--- config.mk ---
export PLATFORM = sky130hd
export DESIGN_NAME = system_clock_source_select
export DESIGN_NICKNAME = d
export VERILOG_FILES = /design/src/clk_sel_pkg.sv /design/src/bus_clk_divider.sv /design/src/system_clock_source_select.sv
export SDC_FILE = /design/constraint.sdc
export NUM_CORES = 1
export LEC_CHECK = 0
export BUFFER_PORTS_ARGS = -buffer_cell sky130_fd_sc_hd__buf_2
export CORE_MARGIN = 2
export CORE_UTILIZATION = 25
export DETAILED_ROUTE_END_ITERATION = 8
export PLACE_DENSITY_LB_ADDON = 0.25
export SLEW_MARGIN = 25
export SYNTH_ARGS = -nofsm -noshare
export SYNTH_HDL_FRONTEND = slang
export SYNTH_SLANG_ARGS = --single-unit
--- constraint.sdc ---
create_clock -name core_clk -period 2 [get_ports core_clk]
set_clock_uncertainty 0.2 [all_clocks]
set_input_delay 0.4 -clock core_clk [delete_from_list [all_inputs] [get_ports core_clk]]
set_output_delay 0.4 -clock core_clk [all_outputs]
set_load 0.05 [all_outputs]
--- src/clk_sel_pkg.sv ---
// constants for the system clock source select block
// assumes a 32-bit avalon-mm slave and an 8-bit select register
package clk_sel_pkg;

   // register byte offsets
   localparam logic [3:0] off_clock_source_select = 4'h0;
   localparam logic [3:0] off_write_protect       = 4'h4;
   localparam logic [3:0] off_watchdog_control    = 4'h8;
   localparam logic [3:0] off_status              = 4'hC;

   // clock_source_select field positions
   localparam int bit_sys_clk_from_pll        = 7;
   localparam int bit_osc_runs_in_stop        = 6;
   localparam int bit_presc_in_stop           = 3;
   localparam int bit_wdog_in_stop_enable     = 2;
   localparam int bit_periodic_timer_clk_src  = 1;
   localparam int bit_watchdog_clk_src        = 0;

   // bits writable in normal mode, watchdog source handled apart
   localparam logic [7:0] normal_write_mask = 8'hCE;
   // bits that exist; 5:4 read as zero
   localparam logic [7:0] implemented_mask  = 8'hCF;

   // status register field positions
   localparam int bit_osc_good_status   = 0;
   localparam int bit_special_mode      = 1;
   localparam int bit_full_stop         = 2;
   localparam int bit_wdog_written      = 3;
   localparam int bit_wdog_rearm        = 4;

   // reset values
   localparam logic [7:0] clks_reset      = 8'h80;
   localparam logic [7:0] wdog_ctrl_reset = 8'h00;
   localparam logic       write_protect_bit_reset      = 1'h0;

   localparam int data_width = 32;
   localparam int byte_width = 8;

endpackage : clk_sel_pkg

--- src/bus_clk_divider.sv ---
// divide-by-two phase generator for the bus clock
// assumes core_clk is the fast source; the phase marks bus clock edges
`timescale 1ns/1ps
`default_nettype none
module bus_clk_divider
(
   // clock and reset
   input  wire  logic core_clk,
   input  wire  logic rst_n,
   // divided phase
   output logic       bus_phase
);

   typedef struct packed
   {
      logic phase;
   } div_state_s;

   div_state_s state;
   div_state_s next_state;

   // toggle each cycle, half the source rate
   always_comb
   begin
      next_state       = state;
      next_state.phase = ~state.phase;
   end

   // state register
   always_ff @(posedge core_clk or negedge rst_n)
   begin
      if (!rst_n)
      begin
         state <= '0;
      end
      else
      begin
         state <= next_state;
      end
   end

   assign bus_phase = state.phase;

endmodule : bus_clk_divider
`default_nettype wire

--- src/system_clock_source_select.sv ---
// system clock source select: one 8-bit select register with
// write protection, mode gating and forced hardware updates
// assumes avalon-mm master on core_clk; pins are asynchronous
//
// Summary of operation
// writes to the select register are ignored while protection is set
// special mode lets every select bit be written, protection aside
// normal mode writes source, stop-osc, prescaler, enable, timer bits
// normal mode watchdog source writable only before watchdog write-once
// falling oscillator-good clears the watchdog source bit
// after that clear, software may set the watchdog source once more
// software should read back the register after each write
// pll select bit clears to 0 only while oscillator good
// oscillator not good forces pll select bit to 1
// entering full stop sets pll select bit
// select 1 uses pll clock, 0 the oscillator, bus at half rate
// stop-osc bit 0 stops oscillator in stop, 1 keeps it running
// software waits oscillator startup time before pseudo stop
// register always readable; rejected writes change nothing
`timescale 1ns/1ps
`default_nettype none
module system_clock_source_select
(
   // clock and reset
   input  wire  logic        core_clk,
   input  wire  logic        rst_n,
   // avalon-mm slave
   input  wire  logic [3:0]  address,
   input  wire  logic        read,
   input  wire  logic        write,
   input  wire  logic [31:0] writedata,
   input  wire  logic [3:0]  byteenable,
   output logic [31:0]       readdata,
   output logic              waitrequest,
   // asynchronous status pins
   input  wire  logic        osc_good_status,
   input  wire  logic        special_mode,
   input  wire  logic        stop_request,
   // clock control outputs
   output logic              sys_clk_from_pll,
   output logic              osc_run,
   output logic              full_stop,
   output logic              pseudo_stop,
   output logic              bus_phase,
   output logic [7:0]        clock_source_select,
   output logic [7:0]        watchdog_control_reg
);

   typedef struct packed
   {
      logic        ack;
      logic [31:0] rdata;
      logic [7:0]  clks;
      logic        write_protect_bit;
      logic [7:0]  wdog_ctrl;
      logic        wdog_written;
      logic        wdog_rearm;
      logic        osc_s1;
      logic        osc_s2;
      logic        osc_prev;
      logic        mode_s1;
      logic        mode_s2;
      logic        stop_s1;
      logic        stop_s2;
      logic        stop_prev;
      logic        full_stop;
      logic        pseudo_stop;
   } sel_state_s;

   sel_state_s state;
   sel_state_s next_state;

   // merge byte lane zero of a write into an 8-bit value under a mask
   function automatic logic [7:0] merge_byte
   (
      input logic [7:0] old_val,
      input logic [7:0] new_val,
      input logic [7:0] mask
   );
      merge_byte = (old_val & ~mask) | (new_val & mask);
   endfunction : merge_byte

   // widen an 8-bit register value onto the data bus
   function automatic logic [31:0] widen
   (
      input logic [7:0] val
   );
      widen = {{(clk_sel_pkg::data_width - clk_sel_pkg::byte_width){1'b0}},
               val};
   endfunction : widen

   logic       take;
   logic       wr_go;
   logic       osc_good;
   logic       osc_fall;
   logic       stop_rise;
   logic       special;
   logic [7:0] wmask;
   logic [7:0] wbyte;
   logic [7:0] status_byte;

   // request taken on the second cycle, one wait state
   assign take        = (read | write) & state.ack;
   assign wr_go       = write & state.ack & byteenable[0];
   assign waitrequest = (read | write) & ~state.ack;
   assign osc_good    = state.osc_s2;
   assign special     = state.mode_s2;
   assign osc_fall    = state.osc_prev & ~state.osc_s2;
   assign stop_rise   = state.stop_s2 & ~state.stop_prev;
   assign wbyte       = writedata[7:0];

   // status byte shows the block's own state
   always_comb
   begin
      status_byte = '0;
      status_byte[clk_sel_pkg::bit_osc_good_status] = osc_good;
      status_byte[clk_sel_pkg::bit_special_mode]    = special;
      status_byte[clk_sel_pkg::bit_full_stop]       = state.full_stop;
      status_byte[clk_sel_pkg::bit_wdog_written]    = state.wdog_written;
      status_byte[clk_sel_pkg::bit_wdog_rearm]      = state.wdog_rearm;
   end

   // which select bits a write may touch in the current mode
   always_comb
   begin
      if (special)
      begin
         wmask = clk_sel_pkg::implemented_mask;
      end
      else
      begin
         wmask = clk_sel_pkg::normal_write_mask;
         if (!state.wdog_written || state.wdog_rearm)
         begin
            wmask[clk_sel_pkg::bit_watchdog_clk_src] = 1'b1;
         end
      end
   end

   // next state: bus, registers, forced updates, synchronisers
   always_comb
   begin
      next_state = state;

      // two-flop synchronisers; the first stage feeds only the second
      next_state.osc_s1    = osc_good_status;
      next_state.osc_s2    = state.osc_s1;
      next_state.osc_prev  = state.osc_s2;
      next_state.mode_s1   = special_mode;
      next_state.mode_s2   = state.mode_s1;
      next_state.stop_s1   = stop_request;
      next_state.stop_s2   = state.stop_s1;
      next_state.stop_prev = state.stop_s2;

      // handshake: assert ack for one cycle per request
      next_state.ack = (read | write) & ~state.ack;

      // read data captured in the wait cycle, stands at the taking edge
      if ((read) && (!state.ack))
      begin
         if (address == clk_sel_pkg::off_clock_source_select)
         begin
            next_state.rdata = widen(state.clks);
         end
         else if (address == clk_sel_pkg::off_write_protect)
         begin
            next_state.rdata = widen({7'h00, state.write_protect_bit});
         end
         else if (address == clk_sel_pkg::off_watchdog_control)
         begin
            next_state.rdata = widen(state.wdog_ctrl);
         end
         else if (address == clk_sel_pkg::off_status)
         begin
            next_state.rdata = widen(status_byte);
         end
         else
         begin
            next_state.rdata = '0; // unmapped reads zero
         end
      end

      // register writes at the edge where waitrequest is low
      if (wr_go)
      begin
         if (address == clk_sel_pkg::off_clock_source_select)
         begin
            if (!state.write_protect_bit)
            begin
               next_state.clks = merge_byte(state.clks, wbyte, wmask);
               // pll select may drop only with a good oscillator
               if (!osc_good)
               begin
                  next_state.clks[clk_sel_pkg::bit_sys_clk_from_pll] =
                     state.clks[clk_sel_pkg::bit_sys_clk_from_pll];
               end
               // the rearm is spent by a set taken on its strength
               if (!special && state.wdog_written && state.wdog_rearm &&
                   wbyte[clk_sel_pkg::bit_watchdog_clk_src])
               begin
                  next_state.wdog_rearm = 1'b0;
               end
            end
         end
         else if (address == clk_sel_pkg::off_write_protect)
         begin
            next_state.write_protect_bit = wbyte[0];
         end
         else if (address == clk_sel_pkg::off_watchdog_control)
         begin
            // write once in normal mode, any time in special mode
            if (special || !state.wdog_written)
            begin
               next_state.wdog_ctrl = wbyte;
            end
            if (!special)
            begin
               next_state.wdog_written = 1'b1;
            end
         end
      end

      // stop entry decides full or pseudo stop from the stop-osc bit
      if (stop_rise)
      begin
         if (state.clks[clk_sel_pkg::bit_osc_runs_in_stop])
         begin
            next_state.pseudo_stop = 1'b1;
         end
         else
         begin
            next_state.full_stop = 1'b1;
            next_state.clks[clk_sel_pkg::bit_sys_clk_from_pll] = 1'b1;
         end
      end
      else if (!state.stop_s2)
      begin
         next_state.full_stop   = 1'b0;
         next_state.pseudo_stop = 1'b0;
      end

      // loss of oscillator: clear watchdog source, allow one re-set
      if (osc_fall)
      begin
         if (state.clks[clk_sel_pkg::bit_watchdog_clk_src])
         begin
            next_state.wdog_rearm = 1'b1;
         end
         next_state.clks[clk_sel_pkg::bit_watchdog_clk_src] = 1'b0;
      end

      // hardware force last so it wins over a software clear
      if (!osc_good)
      begin
         next_state.clks[clk_sel_pkg::bit_sys_clk_from_pll] = 1'b1;
      end

      // unimplemented bits stay zero whatever is written
      next_state.clks = next_state.clks & clk_sel_pkg::implemented_mask;
   end

   // single state register
   always_ff @(posedge core_clk or negedge rst_n)
   begin
      if (!rst_n)
      begin
         state           <= '0;
         state.clks      <= clk_sel_pkg::clks_reset;
         state.write_protect_bit      <= clk_sel_pkg::write_protect_bit_reset;
         state.wdog_ctrl <= clk_sel_pkg::wdog_ctrl_reset;
      end
      else
      begin
         state <= next_state;
      end
   end

   // bus phase toggles at half the core_clk rate, whatever source is selected
   bus_clk_divider u_div
   (
      .core_clk  (core_clk),
      .rst_n     (rst_n),
      .bus_phase (bus_phase)
   );

   // outputs straight from flops, except osc_run, the inverse of the full stop flop
   assign readdata             = state.rdata;
   assign clock_source_select  = state.clks;
   assign watchdog_control_reg = state.wdog_ctrl;
   assign sys_clk_from_pll =
      state.clks[clk_sel_pkg::bit_sys_clk_from_pll];
   assign full_stop   = state.full_stop;
   assign pseudo_stop = state.pseudo_stop;
   assign osc_run     = ~state.full_stop;

   // take is the bus completion edge, kept for clarity of timing
   logic unused_take;
   assign unused_take = take;

endmodule : system_clock_source_select
`default_nettype wire

Word-level counts from Yosys, hierarchy flattened
Index checks and enable logic that the tools add are counted.
- equal/unequal tests: 7
- multiplexer cells: 29
- bitwise operators: 19
- reductions and logical operators: 19
- operator list (kind ; count):
    8-bit two-way mux ; 6
    19-bit two-way mux ; 1
    9-bit two-way mux ; 2
    8-bit bitwise AND ; 2
    1-bit two-way mux ; 16
    10-bit two-way mux ; 1
    5-bit AND reduction ; 2
    1-bit inverter ; 9
    3-bit AND reduction ; 3
    4-bit == test, second input constant ; 2
    8-bit inverter ; 1
    8-bit bitwise OR ; 1
    1-bit bitwise AND ; 5
    5-bit two-way mux ; 1
    4-bit by 3-bit == test with 1-bit output, second input constant ; 1
    1-bit logical AND ; 4
    4-bit zero test ; 1
    2-bit two-way mux ; 2
    2-bit by 1-bit inequality test with 1-bit output, second input constant ; 2
    2-bit inequality test, second input constant ; 2
    2-bit AND reduction ; 2
    2-bit nonzero test ; 2
    1-bit zero test ; 3
    1-bit logical OR ; 2
    1-bit bitwise OR ; 1
- register bits after elaboration: 61
- bits of input ports: 47
- output and inout port bits: 54
- logic and storage cells: 94

Logic depth before layout (Yosys ltp)
Gate-level depths: netlist of run 1.
- depth in word-level cells: 14
- gate-level depth with buffers: 5
- depth with buffers taken out: 3

Modules after synthesis
Synthesis of run 1 repeated with hierarchy kept, for this count alone.
- cell total of the unflattened synthesis: 168
- area, all modules: 1900.6 um^2
- modules (own cells, without submodules) (module ; times used ; cells each ; area an instance (um^2) ; seq. area each (um^2)):
    system_clock_source_select ; 1 ; 166 ; 1871.8 ; 902.1
    bus_clk_divider ; 1 ; 2 ; 28.8 ; 25.0

Least setup slack after synthesis of run 1
Ideal clock, no wire load.
- path kind: input -> register
- start point: input port address[2]
- end point: register state (netlist bit clock_source_select[1])
- library setup time: 125 ps
- arrival time: 1671 ps
- required time: 1675 ps
- path slack: 4 ps
- stages on the path: 4
- buffers on the path: 1
- path through: buf_6 > or4_4 > nor3_4 > mux2_2
- longest elaborated chain between the ends: 2
- ends and longest elaborated chain (what ; RTL line ; text):
    start, declared ; system_clock_source_select.sv:28 ; input wire logic [3:0] address,
    4-bit zero test ; system_clock_source_select.sv:186 ; if (address == clk_sel_pkg::off_clock_source_select)
    3-bit AND reduction (no source line) ; n/a ;
    end signal, assigned ; system_clock_source_select.sv:274 ; state <= next_state;
    end, declared ; system_clock_source_select.sv:70 ; sel_state_s state;
Every way passes these cells.
A chain may end at the register's enable or synchronous reset.

Worst setup path in the final report of run 1
- start point: input port address[2]
- end point: register state (netlist bit clock_source_select[2])
Same word-level chain as after synthesis.

==> impl_metrics.json, run 1 <==
{
  "path_cells": "buf_2, or4_4, nor3_4, buf_12, mux2_2",
  "share_comb_of_total_power": 0.225,
  "viasPerCell": 3.75,
  "post_cts_resize_count": 0,
  "ys_seq_area_frac": 0.488,
  "shortest_clock_period_the_worst_path_allows_after_layout_ns": 1.77,
  "setup_repair_after_global_routing_missed_its_margin": "false",
  "clk_pin_slew_worst_paths_ns": 0.07,
  "final-max-slew-violation-count": 0,
  "insertion_delay_ns": 0.29,
  "layout.core_utilization": 0.308,
  "p_switching_uw": 655,
  "fillCellCount": 760,
  "critical-path-max-stage-delay_ns": 0.55,
  "cts_max_path_buffers": 2,
  "timing_hold_violations_final": 0,
  "drt_first_iter_violations": 46,
  "area_delta_synth_final_pct": 18.2,
  "tritoncts.num_buffers": 5,
  "place.port_buffers": 47,
  "die_area_um2": 8320,
  "grt_pass1_vias": 1190,
  "worstSetupEndpoint": "clock_source_select[2]",
  "maxSlewHeadroom": 0.667,
  "crit-reg2reg-capture": "watchdog_control_reg[7]",
  "worst_path_max_delay_cell": "or4_4",
  "drtAntennaViolNets": 0,
  "pwr-share-seq": 0.434,
  "p_clk_frac": 0.341,
  "drt_drc_violations_left": 0,
  "global_route_wire_length_before_repair_mm": 6.44,
  "count_of_hold_fix_buffers_inserted_at_cts": 2,
  "regToRegSetupSlack_ns": 0.37,
  "n_antenna_cell": 0,
  "design.final.nets": 260,
  "setup-violations-final": 0,
  "grt_usage": 0.101,
  "floorplan.io_pins": 101,
  "floorplan.die.width_um": 91.2,
  "synthesis.area_um2": 1900,
  "worst_setup_path_start_kind": "primary input",
  "core_region_area_um2": 7290,
  "cts_root_buffer": "clkbuf_8",
  "outcome": "completed",
  "floorplan.initialDensity": 0.261,
  "grt_antenna_before_repair": 0,
  "worst_ir_drop_vdd_mv": 0.387,
  "path_class": "in2reg",
  "period_share": 0.883,
  "drt_wl_total_mm": 3.85,
  "critPathRequiredTime_ns": 1.98,
  "rows": 31,
  "static-leakage-power_uw": 0.00114,
  "avgSynthCellArea_um2": 11.3,
  "worst_slew_pin_slew_ns": 0.493,
  "power.density_cell_area_nw_per_um2": 859,
  "cts.htree.levels": 2,
  "sw_frac_of_total": 0.339,
  "synth.ff_latch_count": 37,
  "routed-via-count": 1174,
  "drive_gt1_frac": 0.435,
  "max_clock_freq_mhz": 566,
  "netlist-cell-type-count": 30,
  "crit_cells": 5,
  "number_of_maximum_capacitance_constraint_violations": 0,
  "ys_warn_count": 0,
  "cts_setup_buffers": 0,
  "netlist_instances": 168,
  "dp_hpwl_mm": 3.06,
  "p_int_uw": 1280,
  "worst_path_dominant_cell_family": "simple AND/OR/NAND/NOR gates",
  "critical_path.max_fanout": 5,
  "grt_max_degree": 18,
  "detail_route.first_pass.iterations": 4,
  "grt-ovfl-total": 0,
  "cts_tree": "yes",
  "number_of_cells_traversed_by_the_worst_register_to_register_path": 4,
  "hold_path_class": "in2reg",
  "gpl.final_weighted_congestion": 0.759,
  "critical_path_arrival_ns": 1.74,
  "r2r_start": "state[61]",
  "critical_path_buf_inv_count": 2,
  "die-height_um": 91.2,
  "wl_per_cell_um": 12.3,
  "fin_total_pwr_uw": 1930,
  "timing.critical_path.to_type": "flop",
  "critPathLaunch": "address[2]",
  "clock-sinks": 37
}
==> metal layers <==
layer	part of all wire	up-vias	track usage
li1	-	590	-
met1	0.50	528	0.143
met2	0.43	56	0.146
met3	0.062	0	0.0307
met4	0	0	0.0341
met5	0	-	0
==> synth_stat cells, drive strengths merged <==
cell,n,share of area
a22oi,6,0.024
and3,1,0.0033
and4b,1,0.0053
buf,50,0.20
clkbuf,1,0.0020
conb,1,0.0020
dfrtp,36,0.47
dfstp,1,0.014
inv,5,0.0099
mux2,19,0.11
mux2i,1,0.0053
nand2,14,0.028
nand2b,2,0.0066
nand3,3,0.0079
nand3b,1,0.0040
nor2,3,0.0059
nor2b,1,0.0033
nor3,2,0.011
nor3b,1,0.0040
nor4,1,0.011
nor4b,1,0.0079
o2111ai,1,0.0046
o211a,1,0.0053
o21a,2,0.0079
o21ai,10,0.026
o311ai,1,0.0046
o41ai,1,0.0046
or4,1,0.0059
==> placed cells by master (no fill, tap or decap), types with 3 or more instances in the layout <==
cell           synthesis  final
nor2_1                 3      3
a22oi_1                6      6
buf_4                 49     12
dlygate4sd3_1          0      3
inv_1                  5      5
dfrtp_1               36     36
nand2_1               14     14
conb_1                 1     26
clkbuf_8               0      5
mux2_2                19     19
buf_2                  0     47
nand3_1                3      3
o21ai_0               10     10
==> worst min-delay path by stage <==
| stage | from | endpoint | slack, ns | cells after the start |
|---|---|---|---|---|
| global placement | next_state[3] | next_state[2] | 0.13 | 0 |
| floorplan | rst_n | clock_source_select[0] | -0.1 | 0 |
| global route | stop_request | next_state[3] | 0.005 | 1 |
| finish | stop_request | next_state[3] | 0.01 | 1 |
| detailed placement | rst_n | next_state[3] | 0.14 | 1 |
| CTS | stop_request | next_state[3] | 0.0007 | 1 |
==> cells by family after synthesis <==
kind of cell | count (synthesis) | synth area share
compound gates | 22 | 0.0770
flops | 37 | 0.488
simple gates | 32 | 0.104
mux | 20 | 0.118
other cells | 1 | 0.00197
buf+inv | 56 | 0.211
==> cell type report <==
cell class	count	area, µm²	share of cell area
clock inverters	3	46.3	0.0206
repair buffers	64	395	0.176
multi-input cells	100	666	0.296
well taps	99	124	0.0552
clock buffers	5	68.8	0.0306
inverters	5	18.8	0.00836
flip-flops and latches	37	927	0.413
==> stage by stage <==
step	instances	worst slack, ns	hold WS [ns]	instance area [µm²]	TNS (ns)
6_report	313	0.234	0.0131	2250	0
5_1_grt	313	0.173	0.00486	2250	0
4_1_cts	312	0.227	0.000669	2240	0
3_5_place_dp	302	-0.0787	0.136	2100	-0.786
3_3_place_gp	302	-0.0958	0.135	2100	-0.880
2_1_floorplan	193	0.00404	-0.0956	1990	0
==> power by group through the flow <==
stage | logic, µW | clock network [µW] | registers, µW
3_3_place_gp | 433 | 0 | 852
4_1_cts | 437 | 681 | 839
3_5_place_dp | 433 | 0 | 854
6_report | 435 | 658 | 837
5_1_grt | 462 | 714 | 848
2_1_floorplan | 401 | 0 | 851
Power figures use the tool's default switching activity.
==> inputs of run 2 (changes only) <==
Settings changed: SYNTH_HIERARCHICAL from default to 1.
==> run 2 against run 1 <==
- final cell count decreased by 0.96%
- combinational power decreased by 0.9%
- cell area decreased by 2.8%
- count of clock-buffer cells in the layout increased by 3
- wire length decreased by 0.44%
- via count increased by 0.68%
- critical path depth unchanged
- setup slack got worse by 0.019 ns
- sequential share of layout area increased by 1.2 points
- synthesized cell count unchanged
- first-iteration DRC count increased by 17%
- global-route usage decreased by 0.26 points
- largest power group unchanged
==> impl_metrics.json, run 2 <==
{
  "drt_first_iter_violations": 54,
  "critical_path_arrival_ns": 1.75,
  "synth_commonest_cells": "buf_4 (49), dfrtp_1 (36), mux2_2 (19), nand2_1 (14), o21ai_0 (10)",
  "cts.htree.levels": 2,
  "maxSlewHeadroom": 0.668,
  "setup_repair_after_global_routing_missed_its_margin": "false",
  "grt_usage": 0.0985,
  "core_region_area_um2": 7290,
  "hold_start": "stop_request",
  "grt_pass1_vias": 1161,
  "n_antenna_cell": 0,
  "ys_seq_area_frac": 0.488,
  "floorplan.io_pins": 101,
  "detail_route.first_pass.iterations": 3,
  "synth_top_area_share": 0.474,
  "global_route_wire_length_before_repair_mm": 6.25,
  "cts_root_buffer": "clkbuf_8",
  "dr_wl_met3_um": 249,
  "critPathLaunch": "address[2]",
  "pwr-share-seq": 0.475,
  "fillCellCount": 798,
  "path_cells": "buf_2, or4_4, nor3_4, buf_12, mux2_2",
  "synth.ff_latch_count": 37,
  "synthesis.area_um2": 1900,
  "floorplan.die.width_um": 91.2,
  "netlist-cell-type-count": 30,
  "power.density_cell_area_nw_per_um2": 808,
  "critical_path.max_fanout": 5,
  "commonest_non_fill_non_tap_cell_in_the_layout": "buf_2",
  "die_area_um2": 8320,
  "worst_path_max_delay_cell": "or4_4",
  "dp_hpwl_mm": 3.02,
  "ys_warn_count": 6,
  "period_share": 0.892,
  "commonest_cells_after_routing_fill_and_taps_aside": "buf_2 (47), dfrtp_1 (36), conb_1 (26)",
  "highest_routed_metal_layer": "met4",
  "tritoncts.num_buffers": 5,
  "path_class": "in2reg",
  "detailroute.wirelength.met2_mm": 1.71,
  "met1Wirelength_mm": 1.86,
  "cts_tree": "yes",
  "insertion_delay_ns": 0.28,
  "critPathRequiredTime_ns": 1.96,
  "r2r_start": "state[61]",
  "p_int_uw": 1150,
  "cts_setup_buffers": 0,
  "design.final.nets": 257,
  "worst_setup_path_start_kind": "primary input",
  "cts_max_path_buffers": 2,
  "sw_frac_of_total": 0.349,
  "setup-violations-final": 0,
  "p_clk_frac": 0.280,
  "grt-ovfl-total": 0,
  "clock-sinks": 37,
  "post-synth-top-count-cell": "buf_4",
  "netlist_instances": 168,
  "drtAntennaViolNets": 0,
  "worst_ir_drop_vdd_mv": 0.273,
  "timing.critical_path.to_type": "flop",
  "rows": 31,
  "placement.cell_area_um2": 2090,
  "drt_wl_total_mm": 3.84,
  "final-max-slew-violation-count": 0,
  "fin_total_pwr_uw": 1760,
  "grt_antenna_before_repair": 0,
  "wl_per_cell_um": 12.4,
  "max_clock_freq_mhz": 560,
  "layout.core_utilization": 0.299,
  "p_switching_uw": 616,
  "async_flop_share": 1.00,
  "number_of_maximum_capacitance_constraint_violations": 0,
  "outcome": "completed",
  "synth_edf_count": 0,
  "routed-via-count": 1182,
  "synth.largest_area_cell": "dfrtp_1",
  "timing_hold_violations_final": 0,
  "die-height_um": 91.2,
  "yosys-top-cells-area": "dfrtp_1 (47%), buf_4 (19%), mux2_2 (11%)",
  "finalHoldWorstSlack_ns": 0.0235,
  "hold_path_class": "in2reg",
  "clk_pin_slew_worst_paths_ns": 0.07,
  "gpl.final_weighted_congestion": 0.795,
  "grt_max_degree": 19,
  "design_area_um2": 2180,
  "shortest_clock_period_the_worst_path_allows_after_layout_ns": 1.78,
  "stdcell_count": 310,
  "place.port_buffers": 47,
  "worst_slew_pin_slew_ns": 0.492,
  "drive_gt1_frac": 0.422,
  "area_delta_synth_final_pct": 14.9,
  "floorplan.initialDensity": 0.261,
  "avgSynthCellArea_um2": 11.3,
  "dp_cells": 301,
  "share_comb_of_total_power": 0.245,
  "critical-path-max-stage-delay_ns": 0.55,
  "drt_drc_violations_left": 0,
  "static-leakage-power_uw": 0.00111,
  "yosys_most_used_dff": "dfrtp_1",
  "viasPerCell": 3.81
}
==> run 2: cell families after synthesis <==
kind of cell / count (synthesis) / share of synthesized area
AOI/OAI and AO/OA: 22 / 0.0770
DFF: 37 / 0.488
muxes: 20 / 0.118
and+or+nand+nor: 32 / 0.104
other: 1 / 0.00197
buffers and inverters: 56 / 0.211
==> run 2: cell type report <==
cell class	instances	area, µm²	area share
clock buffers	8	80.1	0.0367
inverters	5	18.8	0.00860
multi-input cells	100	666	0.305
flip-flops and latches	37	927	0.425
well taps	99	124	0.0567
repair buffers	61	368	0.168
==> run 2: timing repair <==
| action | CTS | global route |
|---|---|---|
| gates resized for setup | 0 | 0 |
| setup endpoints to repair | 0 | 0 |
| hold endpoints to repair | 7 | 0 |
| hold buffers | 1 | 0 |
==> run 2: stage by stage <==
stage | setup WS [ns] | TNS (ns)
2_1_floorplan | 0.00404 | 0
3_3_place_gp | -0.0789 | -0.625
3_5_place_dp | -0.0726 | -0.650
4_1_cts | 0.216 | 0
5_1_grt | 0.136 | 0
6_report | 0.215 | 0
==> run 2: power groups by stage <==
stage | clock [µW] | combinational [µW] | sequential (µW)
floorplan | 0 | 401 | 851
global placement | 0 | 432 | 852
detailed placement | 0 | 433 | 854
CTS | 524 | 436 | 839
global route | 555 | 459 | 847
finish | 494 | 431 | 838
==> run 2: worst paths after layout <==
path / to / slack (ns) / cells after the start
worst max-delay path: clock_source_select[3] / 0.22 / 5
worst min register to register: next_state[2] / 0.15 / 0
max in group asynchronous: readdata[2] / 0.86 / 3
worst max register to register: watchdog_control_reg[0] / 0.37 / 4
worst min-delay path: next_state[3] / 0.02 / 1
min in group asynchronous: watchdog_control_reg[7] / 0.31 / 2
==> run 2: worst max-delay path, delay by kind of cell <==
kind                   cells  cell delay, ns
buffers and inverters      2            0.25
multiplexers               1            0.32
AND/OR/NAND/NOR            2            0.77
==> run 2: per-layer routing <==
metal | global-route usage | up-vias
met1 | 0.136 | 545
li1 | - | 583
met2 | 0.143 | 52
met3 | 0.0357 | 2
met5 | 0 | -
met4 | 0.0303 | 0
